## config.mk

```make
export PLATFORM = sky130hd
export DESIGN_NAME = urt_ready_timing
export DESIGN_NICKNAME = d
export VERILOG_FILES = /design/src/urt_pkg.sv /design/src/urt_ready_timing.sv
export VERILOG_INCLUDE_DIRS = /design/src
export SDC_FILE = /design/constraint.sdc
export NUM_CORES = 1
export LEC_CHECK = 0
export ABC_AREA = 1
export BUFFER_PORTS_ARGS = -buffer_cell sky130_fd_sc_hd__buf_4
export CORE_ASPECT_RATIO = 2
export CORE_MARGIN = 2
export CORE_UTILIZATION = 40
export DETAILED_ROUTE_END_ITERATION = 7
export PLACE_DENSITY = 0.55
export SKIP_CTS_REPAIR_TIMING = 1
export SYNTH_ARGS = -nofsm -noshare
export SYNTH_HDL_FRONTEND = slang
export SYNTH_SLANG_ARGS = --single-unit
```

## constraint.sdc

```tcl
create_clock -name clk -period 3.6 [get_ports clk]
set_input_delay 0.54 -clock clk [delete_from_list [all_inputs] [get_ports clk]]
set_output_delay 0.54 -clock clk [all_outputs]
set_load 0.02 [all_outputs]
```

## src/urt_defs.svh

```systemverilog
// Purpose: constants for the ready and holding timing block
// Assumes: 40 MHz clock
// Notes:   counts in clock cycles or 16x ticks
`ifndef URT_DEFS_SVH
`define URT_DEFS_SVH
`define URT_CLK_NS         25
`define URT_DIV_DEFAULT    16'h0016
`define URT_OVERSAMPLE     5'h10
`define URT_STOP_TICK      4'h8
`define URT_TX_MIN_BAUD    8
`define URT_TX_MAX_BAUD    24
`define URT_TX_READY_OUT_MAX_BAUD 16
`define URT_SUB_LAST       4'hF
`define URT_DATA_BITS      4'h8
`define URT_STOP_BIT       4'h9
`endif

```

## src/urt_pkg.sv

```systemverilog
// Purpose: types for the ready and holding timing block
// Assumes: nothing
// Notes:   one-hot states
package urt_pkg;
    typedef enum logic [2:0] {
        URT_RX_IDLE  = 3'b001,
        URT_RX_SHIFT = 3'b010,
        URT_RX_LOAD  = 3'b100
    } urt_rx_state_t;
    typedef enum logic [3:0] {
        URT_TX_IDLE  = 4'b0001,
        URT_TX_WAIT  = 4'b0010,
        URT_TX_START = 4'b0100,
        URT_TX_SHIFT = 4'b1000
    } urt_tx_state_t;
endpackage

```

## src/urt_ready_timing.sv

```systemverilog
// Purpose: ready, interrupt and holding timing of one serial channel
// Assumes: host strobes synchronous to clk, 8N1 framing
// Notes:   holding load lag selectable in non-FIFO mode
//
// Behaviour
// - Receive interrupt within one baud tick of stop
// - Receive ready within one clock of stop
// - Start bit 8 to 24 ticks after clear
// - Transmit ready drops within 16 ticks
// - Baud tick at sixteen times bit rate
// - Non-FIFO holding load lags status one tick when early_load is low
// - FIFO mode data readable with status
`timescale 1ns/1ps
`include "urt_defs.svh"
module urt_ready_timing #(
    parameter int DIV_W = 16
) (
    input  wire logic             clk,
    input  wire logic             srst,
    input  wire logic [DIV_W-1:0] baud_div,
    input  wire logic             fifo_mode,
    input  wire logic             early_load,
    input  wire logic             rx_line,
    input  wire logic             host_rd,
    input  wire logic             host_wr,
    input  wire logic [7:0]       host_wdata,
    output logic      [7:0]       rx_holding_reg,
    output logic                  rx_avail,
    output logic                  rx_ready_out,
    output logic                  tx_ready_out,
    output logic                  rx_irq,
    output logic                  tx_irq,
    output logic                  tx_line
);
    import urt_pkg::*;

    // Last 16x tick of a bit
    function automatic logic sub_last(input logic [3:0] sub);
        return (sub == `URT_SUB_LAST);
    endfunction

    // ==========================================
    // Baud tick
    logic [DIV_W-1:0] div_cnt;
    logic             tick;
    always_ff @(posedge clk) begin
        if (srst || div_cnt == '0) begin
            div_cnt <= (baud_div == '0) ? '0 : baud_div - DIV_W'(1);
        end else begin
            div_cnt <= div_cnt - DIV_W'(1);
        end
    end
    assign tick = (div_cnt == '0) && !srst;

    // ==========================================
    // Receiver
    urt_rx_state_t rx_state;
    logic [3:0]    rx_sub;
    logic [3:0]    rx_bit;
    logic [7:0]    rx_shift;
    logic          stop_seen;
    assign stop_seen = (rx_state == URT_RX_SHIFT) && tick && sub_last(rx_sub) && rx_bit == `URT_STOP_BIT;
    always_ff @(posedge clk) begin
        if (srst) begin
            rx_state <= URT_RX_IDLE;
            rx_sub   <= 4'h0;
            rx_bit   <= 4'h0;
            rx_shift <= 8'h00;
        end else begin
            unique case (rx_state)
                URT_RX_IDLE: begin
                    rx_sub <= 4'h0;
                    rx_bit <= 4'h0;
                    if (tick && !rx_line) begin
                        rx_state <= URT_RX_SHIFT;
                    end
                end
                URT_RX_SHIFT: begin
                    if (tick) begin
                        rx_sub <= rx_sub + 4'h1;
                        if (rx_sub == `URT_STOP_TICK - 4'h1) begin
                            if (rx_bit >= 4'h1 && rx_bit <= `URT_DATA_BITS) begin
                                rx_shift <= {rx_line, rx_shift[7:1]};
                            end
                        end
                        if (sub_last(rx_sub)) begin
                            rx_bit <= rx_bit + 4'h1;
                            if (rx_bit == `URT_STOP_BIT) begin
                                rx_state <= (fifo_mode || early_load) ? URT_RX_IDLE : URT_RX_LOAD;
                            end
                        end
                    end
                end
                URT_RX_LOAD: begin
                    if (tick) begin
                        rx_state <= URT_RX_IDLE;
                    end
                end
                default: rx_state <= URT_RX_IDLE;
            endcase
        end
    end

    // Holding register load
    always_ff @(posedge clk) begin
        if (srst) begin
            rx_holding_reg <= 8'h00;
        end else if (stop_seen && (fifo_mode || early_load)) begin
            rx_holding_reg <= rx_shift;
        end else if (rx_state == URT_RX_LOAD && tick) begin
            rx_holding_reg <= rx_shift;
        end
    end

    // Status, ready and interrupt; set wins over read
    always_ff @(posedge clk) begin
        if (srst) begin
            rx_avail     <= 1'b0;
            rx_ready_out <= 1'b0;
            rx_irq       <= 1'b0;
        end else if (stop_seen) begin
            rx_avail     <= 1'b1;
            rx_ready_out <= 1'b1;
            rx_irq       <= 1'b1;
        end else if (host_rd) begin
            rx_avail     <= 1'b0;
            rx_ready_out <= 1'b0;
            rx_irq       <= 1'b0;
        end
    end

    // ==========================================
    // Transmitter
    urt_tx_state_t tx_state;
    logic [4:0]    tx_wait;
    logic [3:0]    tx_sub;
    logic [3:0]    tx_bit;
    logic [7:0]    tx_hold;
    logic [7:0]    tx_data;
    logic          tx_pend;
    logic          tx_go;
    logic          tx_bit_end;
    assign tx_go      = (tx_state == URT_TX_WAIT) && tick && tx_wait == 5'(`URT_TX_MIN_BAUD - 1);
    assign tx_bit_end = (tx_state == URT_TX_SHIFT) && tick && sub_last(tx_sub);

    // Holding byte; a write during a frame waits here, last byte wins
    always_ff @(posedge clk) begin
        if (srst) begin
            tx_hold <= 8'h00;
            tx_pend <= 1'b0;
        end else if (host_wr) begin
            tx_hold <= host_wdata;
            tx_pend <= 1'b1;
        end else if (tx_go) begin
            tx_pend <= 1'b0;
        end
    end

    // Frame sequencing; shift byte is frozen at start
    always_ff @(posedge clk) begin
        if (srst) begin
            tx_state <= URT_TX_IDLE;
            tx_wait  <= 5'h00;
            tx_sub   <= 4'h0;
            tx_bit   <= 4'h0;
            tx_data  <= 8'h00;
        end else begin
            unique case (tx_state)
                URT_TX_IDLE: begin
                    if (host_wr || tx_pend) begin
                        tx_state <= URT_TX_WAIT;
                        tx_wait  <= 5'h00;
                    end
                end
                URT_TX_WAIT: begin
                    if (tick) begin
                        tx_wait <= tx_wait + 5'h01;
                    end
                    if (tx_go) begin
                        tx_state <= URT_TX_START;
                        tx_sub   <= 4'h0;
                        tx_bit   <= 4'h0;
                        tx_data  <= tx_hold;
                    end
                end
                URT_TX_START: begin
                    tx_state <= URT_TX_SHIFT;
                end
                URT_TX_SHIFT: begin
                    if (tick) begin
                        tx_sub <= tx_sub + 4'h1;
                    end
                    if (tx_bit_end) begin
                        tx_bit <= tx_bit + 4'h1;
                        if (tx_bit == `URT_STOP_BIT) begin
                            tx_state <= URT_TX_IDLE;
                        end
                    end
                end
                default: tx_state <= URT_TX_IDLE;
            endcase
        end
    end

    // Serial output: start, eight data bits LSB first, stop
    always_ff @(posedge clk) begin
        if (srst) begin
            tx_line <= 1'b1;
        end else if (tx_go) begin
            tx_line <= 1'b0;
        end else if (tx_bit_end && tx_bit < `URT_DATA_BITS) begin
            tx_line <= tx_data[tx_bit[2:0]];
        end else if (tx_bit_end) begin
            tx_line <= 1'b1;
        end
    end

    // Ready drops one clock after start, returns as stop begins
    always_ff @(posedge clk) begin
        if (srst) begin
            tx_ready_out <= 1'b1;
        end else if (tx_state == URT_TX_START) begin
            tx_ready_out <= 1'b0;
        end else if (tx_bit_end && tx_bit == `URT_DATA_BITS) begin
            tx_ready_out <= 1'b1;
        end
    end

    // Holding empty interrupt; set wins over a write in the same cycle
    always_ff @(posedge clk) begin
        if (srst) begin
            tx_irq <= 1'b1;
        end else if (tx_bit_end && tx_bit == `URT_DATA_BITS) begin
            tx_irq <= 1'b1;
        end else if (host_wr) begin
            tx_irq <= 1'b0;
        end
    end
endmodule

```

==> results of run 1 <==
## final cells by class
cell class,instances,area [um^2]
clock buffer,9,225
clock inverter,7,116
fill,1131,5380
inverter,63,236
multi-input combinational,440,2320
sequential,81,1620
tap,137,171
timing repair buffer,45,338
## where the power goes
group / internal, uW / switching (uW)
combinational: 146 / 272
sequential: 955 / 43.2
clock: 677 / 371
## per-layer routing
metal / wire (um) / vias to the layer above
met3: 222 / 9
met2: 6250 / 56
met5: 0 / -
met4: 185 / 0
li1: - / 2030
met1: 3650 / 1777
## placed cells by master (no fill, tap or decap), types with 3 or more instances in the layout
cell / synthesis / layout
nor3_1: 8 / 8
xnor2_1: 10 / 10
buf_4: 3 / 45
nand3b_1: 3 / 3
a21oi_1: 35 / 35
dfxtp_1: 81 / 81
bufinv_16: 0 / 3
o22ai_1: 6 / 6
o21ai_0: 39 / 39
xor2_1: 17 / 17
nor2_1: 88 / 88
nor2_2: 5 / 5
nand3_2: 6 / 6
nand3_1: 53 / 53
a31oi_1: 3 / 3
clkbuf_16: 0 / 9
nand2_2: 5 / 5
nand4_1: 10 / 10
nand2_1: 120 / 120
inv_1: 60 / 60
or2_2: 3 / 3
ha_1: 14 / 14
## kinds of logic after synthesis
family	after synthesis
xor gates and xnor gates	27
and+or+nand+nor	310
AOI/OAI and AO/OA	89
buffers and inverters	77
adders and majority gates	14
DFF	81
## metrics by stage
stage,cells,cell area [um^2]
6_report,782,5030
5_1_grt,782,5030
4_1_cts,782,5030
3_5_place_dp,766,4690
3_3_place_gp,766,4690
2_1_floorplan,598,4250
## worst max path at each step
stage	end	slack (ps)	cells after the start
floorplan	div_cnt[13]$_DFF_P_	1890	7
global placement	tx_sub[1]$_SDFFE_PP0P_	1420	8
detailed placement	tx_ready_out$_SDFFE_PP1P_	1360	8
CTS	tx_sub[0]$_SDFFE_PP0P_	1480	8
global route	tx_sub[1]$_SDFFE_PP0P_	1230	11
finish	tx_sub[2]$_SDFFE_PP0P_	1490	8
## synth_stat cells (all sizes together)
cell type | count | area, um^2
a211oi | 1 | 7.51
a21boi | 1 | 7.51
a21oi | 35 | 175
a31oi | 3 | 18.8
buf | 7 | 46.3
clkbuf | 7 | 26.3
clkinv | 2 | 7.51
dfxtp | 81 | 1620
ha | 14 | 175
inv | 61 | 229
nand2 | 126 | 493
nand3 | 59 | 325
nand3b | 3 | 22.5
nand4 | 11 | 83.8
nor2 | 96 | 413
nor3 | 9 | 56.3
nor3b | 1 | 7.51
nor4 | 1 | 6.26
o2111ai | 1 | 8.76
o211ai | 1 | 7.51
o21ai | 39 | 195
o22ai | 6 | 37.5
o31a | 1 | 8.76
o31ai | 1 | 7.51
or2 | 4 | 25.0
xnor2 | 10 | 87.6
xor2 | 17 | 149
==> flow_metrics.tcl, run 1 <==
set metrics [dict create \
    dr.pass1.iters 4 \
    vias_per_cell 4.95 \
    grt_pass1_wl_um 17300 \
    layout-drive-gt1-share_pct 13.5 \
    clock_path_buffers 2 \
    grt-busiest-layer "met2" \
    crit_buf_inv 0 \
    min_path_cells 2 \
    cts_tree "done" \
    place.port_buffers 44 \
    drc 0 \
    startpoint "tx_state[2]$_SDFFE_PP0P_" \
    yosys.area_share.simple_pct 33.7 \
    grt_max_degree 43 \
    synth_cell_types 40 \
    skew_ps 8.57 \
    clk_latency_ps 340 \
    timing.final.ws_setup_ps 1490 \
    gp_congestion 0.816 \
    synth_area_um2 4250 \
    synth_xor_area_share_pct 5.57 \
    reg2reg_depth 8 \
    worstReg2RegEnd "tx_sub[2]$_SDFFE_PP0P_" \
    tns_ps 0 \
    holdWs_ps 404 \
    nets 685 \
    cp_data_required_time_ps 3810 \
    overflow 0 \
    h-tree-depth 3 \
    path_delay_family "simple AND/OR/NAND/NOR gates" \
    slew_violations 0 \
    syn_inst 598 \
    wirelength_um 10300 \
    r2r_slack_ps 1490 \
    synth_compound_area_share_pct 11.2 \
    crit_chain "nor2_1, nand3_1, nor2_1, nand4_1, nand2_1, nand2_1, nand2_1, a21oi_1" \
    powerDensity_nw_per_um2 490 \
    hp-class "in2reg" \
    rsz0062_at_grt "no" \
    hold_path_end "div_cnt[0]$_DFF_P_" \
    grt.met3_usage_pct 3.02 \
    leakagePower_uw 0.00225 \
    cpPeakStageDelay_ps 430 \
    pre_cts_ws_ps 1360 \
    relSlewSlack_pct 64.8 \
    cts.sinks 81 \
    critical_path_class "reg2reg" \
    synth_top_family_by_area "simple AND/OR/NAND/NOR gates" \
    setup_viol 0 \
    ir_drop_mv 0.258 \
    dieArea_um2 11500 \
    post_drt_wl_per_cell_um 13.2 \
    fin_crit_sh_pct 58.6 \
    muxShareOfSynthArea_pct 0 \
    die_h_um 150 \
    use_met2_pct 40.2 \
    status "finished clean" \
    grt_pass1_vias 3826 \
    largest-register "div_cnt" \
    fmax_mhz 474 \
    num_vias 3872 \
    drtAntennaViolNets 0 \
    n_antenna_cell 0 \
    cp_slowest_cell "nand4_1" \
    grt_usage_pct 19.0 \
    hold_start "baud_div[0]" \
    avgSynthCellArea_um2 7.11 \
    path_common_cell "nand2_1" \
    ys_seq_area_share_pct 38.2 \
    numCtsBuffers 9 \
    worstSetupStartpointType "register" \
    finalCriticalPeriod_ps 2110 \
    reg2reg_from "tx_state[2]$_SDFFE_PP0P_" \
    drtIter0Drc 127 \
    core_um2 10400 \
    power.total_uw 2470 \
    num_rows 53 \
    io_pins 45 \
    clk_pin_slew_worst_paths_ps 60 \
    largest_reg_flops 16 \
    die_w_um 76.9 \
    crit_arrival_ps 2320 \
    cts_root_buffer "clkbuf_16" \
    initial_core_util_pct 40.8 \
    worstMarginPinSlew_ps 527 \
    end_kind "register" \
    area_delta_synth_final_pct 18.3 \
    final_core_util_pct 48.3 \
    syn-num-nets 643 \
    cap_violations 0 \
    synth-seq-cells 81 \
    synthAdderAreaFrac_pct 4.12 \
    met1_usage_pct 17.4 \
    critPathMaxFanout 12 \
    antenna_found_initial 0 \
    finalHoldViolCount 0 \
    ys_warn_count 0 \
    hpwl_um 8110 \
]
(Power assumes the default switching activity.)
==> inputs of run 2 (changes only) <==
--- a/config.mk
+++ b/config.mk
@@ -12,7 +12,7 @@
 export CORE_MARGIN = 2
 export CORE_UTILIZATION = 40
 export DETAILED_ROUTE_END_ITERATION = 7
-export PLACE_DENSITY = 0.55
+export PLACE_DENSITY = 0.57
 export SKIP_CTS_REPAIR_TIMING = 1
 export SYNTH_ARGS = -nofsm -noshare
 export SYNTH_HDL_FRONTEND = slang
==> constraint.sdc (replaced) <==
create_clock -name clk -period 1.7 [get_ports clk]
set_input_delay 0.255 -clock clk [delete_from_list [all_inputs] [get_ports clk]]
set_output_delay 0.255 -clock clk [all_outputs]
set_load 0.02 [all_outputs]
==> flow_metrics.tcl, run 2 (synthesis results as in run 1) <==
set metrics [dict create \
    grt_max_degree 38 \
    core_um2 10400 \
    drc 0 \
    setup_viol 0 \
    n_antenna_cell 0 \
    num_rows 53 \
    powerDensity_nw_per_um2 946 \
    area_delta_synth_final_pct 31.4 \
    reg2reg_from "div_cnt[1]$_DFF_P_" \
    cp_data_required_time_ps 1980 \
    gp_congestion 0.854 \
    nets 732 \
    fmax_mhz 594 \
    die_w_um 76.9 \
    dr.pass1.iters 4 \
    drtIter0Drc 175 \
    grt_usage_pct 19.6 \
    worstSetupStartpointType "register" \
    status "finished clean" \
    die_h_um 150 \
    largest-register "div_cnt" \
    layout_common_cells "nand2_1 (113), nor2_1 (86), buf_4 (85), dfxtp_1 (75), inv_1 (58)" \
    tns_ps 0 \
    post_drt_wl_per_cell_um 13.7 \
    worstReg2RegEnd "tx_state[1]$_SDFFE_PP0P_" \
    cts.sinks 81 \
    path_common_cell "nand2_1" \
    final_common_cell "nand2_1" \
    stdcell_area_um2 5590 \
    path_delay_family "simple AND/OR/NAND/NOR gates" \
    dpl_cell_area_um2 4960 \
    grt_pass1_vias 3974 \
    cp_slowest_cell "dfxtp_2" \
    dieArea_um2 11500 \
    cap_violations 0 \
    initial_core_util_pct 40.8 \
    startpoint "div_cnt[1]$_DFF_P_" \
    critical_path_class "reg2reg" \
    finalHoldViolCount 0 \
    grt-busiest-layer "met2" \
    crit_buf_inv 2 \
    skew_ps 8.66 \
    cp_num_cells 10 \
    relSlewSlack_pct 64.3 \
    place.port_buffers 44 \
    cpPeakStageDelay_ps 320 \
    holdWs_ps 105 \
    fin_crit_sh_pct 99.0 \
    largest_reg_flops 16 \
    critPathMaxFanout 5 \
    finalCriticalPeriod_ps 1680 \
    r2r_slack_ps 20 \
    num_vias 4117 \
    wirelength_um 11400 \
    worstMarginPinSlew_ps 534 \
    hp-class "in2reg" \
    numCtsBuffers 9 \
    ir_drop_mv 0.581 \
    overflow 0 \
    rsz0062_at_grt "yes" \
    clk_latency_ps 340 \
    clk_pin_slew_worst_paths_ps 70 \
    leakagePower_uw 0.00255 \
    layout-drive-gt1-share_pct 24.3 \
    met1_usage_pct 17.2 \
    clock_path_buffers 2 \
    endpoint "tx_state[1]$_SDFFE_PP0P_" \
    n_fill_cell 1040 \
    crit_arrival_ps 1960 \
    crit_chain "inv_2, ha_4, nand2_4, nor2_4, nand3_2, nand2_1, nand3_1, inv_1, nand2_1, a21oi_1" \
    reg2reg_depth 10 \
    end_kind "register" \
    antenna_found_initial 0 \
    io_pins 45 \
    timing.final.ws_setup_ps 17.6 \
    drtAntennaViolNets 0 \
    pre_cts_ws_ps -97.9 \
    slew_violations 0 \
    grt.met3_usage_pct 2.65 \
    h-tree-depth 3 \
    hpwl_um 8460 \
    cts_root_buffer "clkbuf_16" \
    use_met2_pct 41.1 \
    grt_pass1_wl_um 17700 \
    cts_tree "done" \
    vias_per_cell 4.97 \
]
run 2: report_power, final:
group	internal, uW	switching [uW]	leakage [uW]
Clock	1190	829	0.000150
Combinational	453	674	0.00174
Sequential	2030	109	0.000664
run 2: layout make-up:
cell class | instances | area, um^2 | share of cell area (%)
sequential | 81 | 1630 | 29.2
timing repair buffer | 89 | 683 | 12.2
clock buffer | 10 | 239 | 4.28
timing repair inverter | 1 | 5.00 | 0.0896
tap | 137 | 171 | 3.07
multi-input combinational | 442 | 2540 | 45.5
inverter | 63 | 243 | 4.35
clock inverter | 6 | 72.6 | 1.30
run 2: layer usage:
layer	vias up	share of wire (%)	routed length (um)
met2	69	61	6990
met3	20	1.9	213
met4	0	3.0	345
met5	-	0	0
met1	1896	34	3830
li1	2132	-	-
run 2: metrics by stage:
step	util, %	instances	total power (uW)
after global placement	47.6	802	3190
after global routing	53.6	829	5560
final	53.6	829	5280
after detailed placement	47.6	802	3200
after CTS	50.6	818	5230
after floorplan	-	598	2790
run 2: how the worst min path moves through the flow:
stage          slack, ps  depth (start not counted)               startpoint                       to
2_1_floorplan        360                          1              baud_div[0]       div_cnt[0]$_DFF_P_
3_3_place_gp         430                          2  tx_hold[1]$_SDFFE_PP0P_  tx_data[1]$_SDFFE_PP0P_
3_5_place_dp         430                          2  tx_hold[1]$_SDFFE_PP0P_  tx_data[1]$_SDFFE_PP0P_
4_1_cts              110                          2              baud_div[0]       div_cnt[0]$_DFF_P_
5_1_grt              100                          2              baud_div[0]       div_cnt[0]$_DFF_P_
6_report             100                          2              baud_div[0]       div_cnt[0]$_DFF_P_
==> inputs of run 3 (changes only) <==
--- a/config.mk
+++ b/config.mk
@@ -8,11 +8,12 @@
 export LEC_CHECK = 0
 export ABC_AREA = 1
 export BUFFER_PORTS_ARGS = -buffer_cell sky130_fd_sc_hd__buf_4
-export CORE_ASPECT_RATIO = 2
+export CORE_ASPECT_RATIO = 1.1
 export CORE_MARGIN = 2
 export CORE_UTILIZATION = 40
 export DETAILED_ROUTE_END_ITERATION = 7
 export PLACE_DENSITY = 0.57
+export SETUP_SLACK_MARGIN = 0.4
 export SKIP_CTS_REPAIR_TIMING = 1
 export SYNTH_ARGS = -nofsm -noshare
 export SYNTH_HDL_FRONTEND = slang
==> flow_metrics.tcl, run 3 (synthesis results as in run 1) <==
set metrics [dict create \
    status "finished with violations" \
    violations "negative setup slack" \
    pre_cts_ws_ps -28.1 \
    dieArea_um2 11500 \
    cts_tree "done" \
    end_kind "register" \
    skew_ps 7.69 \
    fmax_mhz 567 \
    gp_congestion 0.824 \
    n_fill_cell 987 \
    p_comb_share_pct 24.3 \
    internal_power_uw 3720 \
    relSlewSlack_pct 74.9 \
    final_common_cell "nand2_1" \
    hpwl_um 7350 \
    powerDensity_nw_per_um2 913 \
    layout_common_cells "nand2_1 (93), nor2_1 (80), buf_4 (71), dfxtp_1 (70), inv_1 (51)" \
    grt_max_degree 38 \
    drtIter0Drc 166 \
    clock_path_buffers 2 \
    post_drt_wl_per_cell_um 13.1 \
    layout-drive-gt1-share_pct 34.2 \
    nets 727 \
    critical_path_class "reg2reg" \
    leakagePower_uw 0.00259 \
    hold_start "baud_div[0]" \
    sw_frac_of_total_pct 31.4 \
    fin_crit_sh_pct 104 \
    grt_usage_pct 18.7 \
    largest_reg_flops 16 \
    critPathMaxFanout 5 \
    reg2reg_from "tx_state[2]$_SDFFE_PP0P_" \
    core_um2 10300 \
    antenna_found_initial 0 \
    cts.sinks 81 \
    ir_drop_mv 0.527 \
    power_switching_uw 1700 \
    cp_data_required_time_ps 1930 \
    finalCriticalPeriod_ps 1770 \
    timing.final.ws_setup_ps -65.1 \
    worstSetupStartpointType "register" \
    path_common_cell "nor2_1" \
    dp_cells 790 \
    fin_cells 830 \
    cpPeakStageDelay_ps 320 \
    slew_violations 0 \
    numCtsBuffers 9 \
    die_w_um 102 \
    crit_chain "nor2_1, nand3_2, nor2_1, nand4_1, buf_4, buf_2, nand3_1, nand2_1" \
    regArea_um2 1640 \
    n_antenna_cell 0 \
    clk_latency_ps 340 \
    grt_pass1_wl_um 17200 \
    startpoint "tx_state[2]$_SDFFE_PP0P_" \
    place.port_buffers 44 \
    die_h_um 112 \
    grt_pass1_vias 3816 \
    rsz0062_at_grt "yes" \
    io_pins 45 \
    seq_power_share_pct 39.8 \
    cp_slowest_cell "dfxtp_1" \
    cts_root_buffer "clkbuf_16" \
    setup_viol 10 \
    dr.pass1.iters 4 \
    cap_violations 0 \
    num_vias 4075 \
    hp-class "in2reg" \
    worstMarginPinSlew_ps 377 \
    h-tree-depth 3 \
    p_clk_share_pct 35.9 \
    overflow 0 \
    largest-register "div_cnt" \
    num_rows 39 \
    area_delta_synth_final_pct 39.6 \
    crit_arrival_ps 2000 \
    multi_input_area_um2 2820 \
    clk_pin_slew_worst_paths_ps 70 \
    drtAntennaViolNets 0 \
    finalHoldViolCount 0 \
    wirelength_um 10900 \
    vias_per_cell 4.91 \
    drc 0 \
    initial_core_util_pct 41.1 \
]
run 3: final cells by class:
cell class / instances / share of cell area [%]
inverter: 63 / 4.41
sequential: 81 / 27.7
tap: 143 / 3.02
clock buffer: 10 / 3.86
clock inverter: 6 / 1.14
timing repair buffer: 85 / 12.4
multi-input combinational: 442 / 47.6
run 3: path summary, 6_finish.rpt:
check	slack [ps]	to	depth (start not counted)
worst max-delay path	-70	tx_data[5]$_SDFFE_PP0P_	8
worst min-delay path	110	div_cnt[0]$_DFF_P_	2
worst max register to register	-70	tx_data[5]$_SDFFE_PP0P_	8
worst min register to register	450	tx_data[0]$_SDFFE_PP0P_	2
run 3: power by group through the flow:
stage,clock (uW),combinational [uW],sequential (uW)
global placement,0,977,2160
detailed placement,0,984,2160
floorplan,0,673,2150
global route,2080,1470,2170
finish,1950,1320,2150
CTS,1980,989,2120
run 3: metal layers:
layer	global-route usage (%)	vias up	wire length, um
met2	31.5	48	5580
met1	23.3	1875	4790
met5	0	-	0
met4	6.49	0	225
li1	-	2136	-
met3	4.48	16	308
run 3: metrics by stage:
stage	power [uW]	setup TNS [ps]	util [%]	instance area, um^2	hold slack (ps)
6_report	5420	-343	57.3	5930	111
5_1_grt	5730	-2450	57.3	5930	104
4_1_cts	5100	-352	50.7	5250	102
3_5_place_dp	3150	-113	47.8	4950	434
3_3_place_gp	3140	0	47.8	4950	435
2_1_floorplan	2820	0	-	4370	356
run 3: critical path: cells and delay by family, from the launching register on:
kind                   cells  cell delay (ps)
flip-flops                 1              320
AND/OR/NAND/NOR            6              970
buffers and inverters      2              370
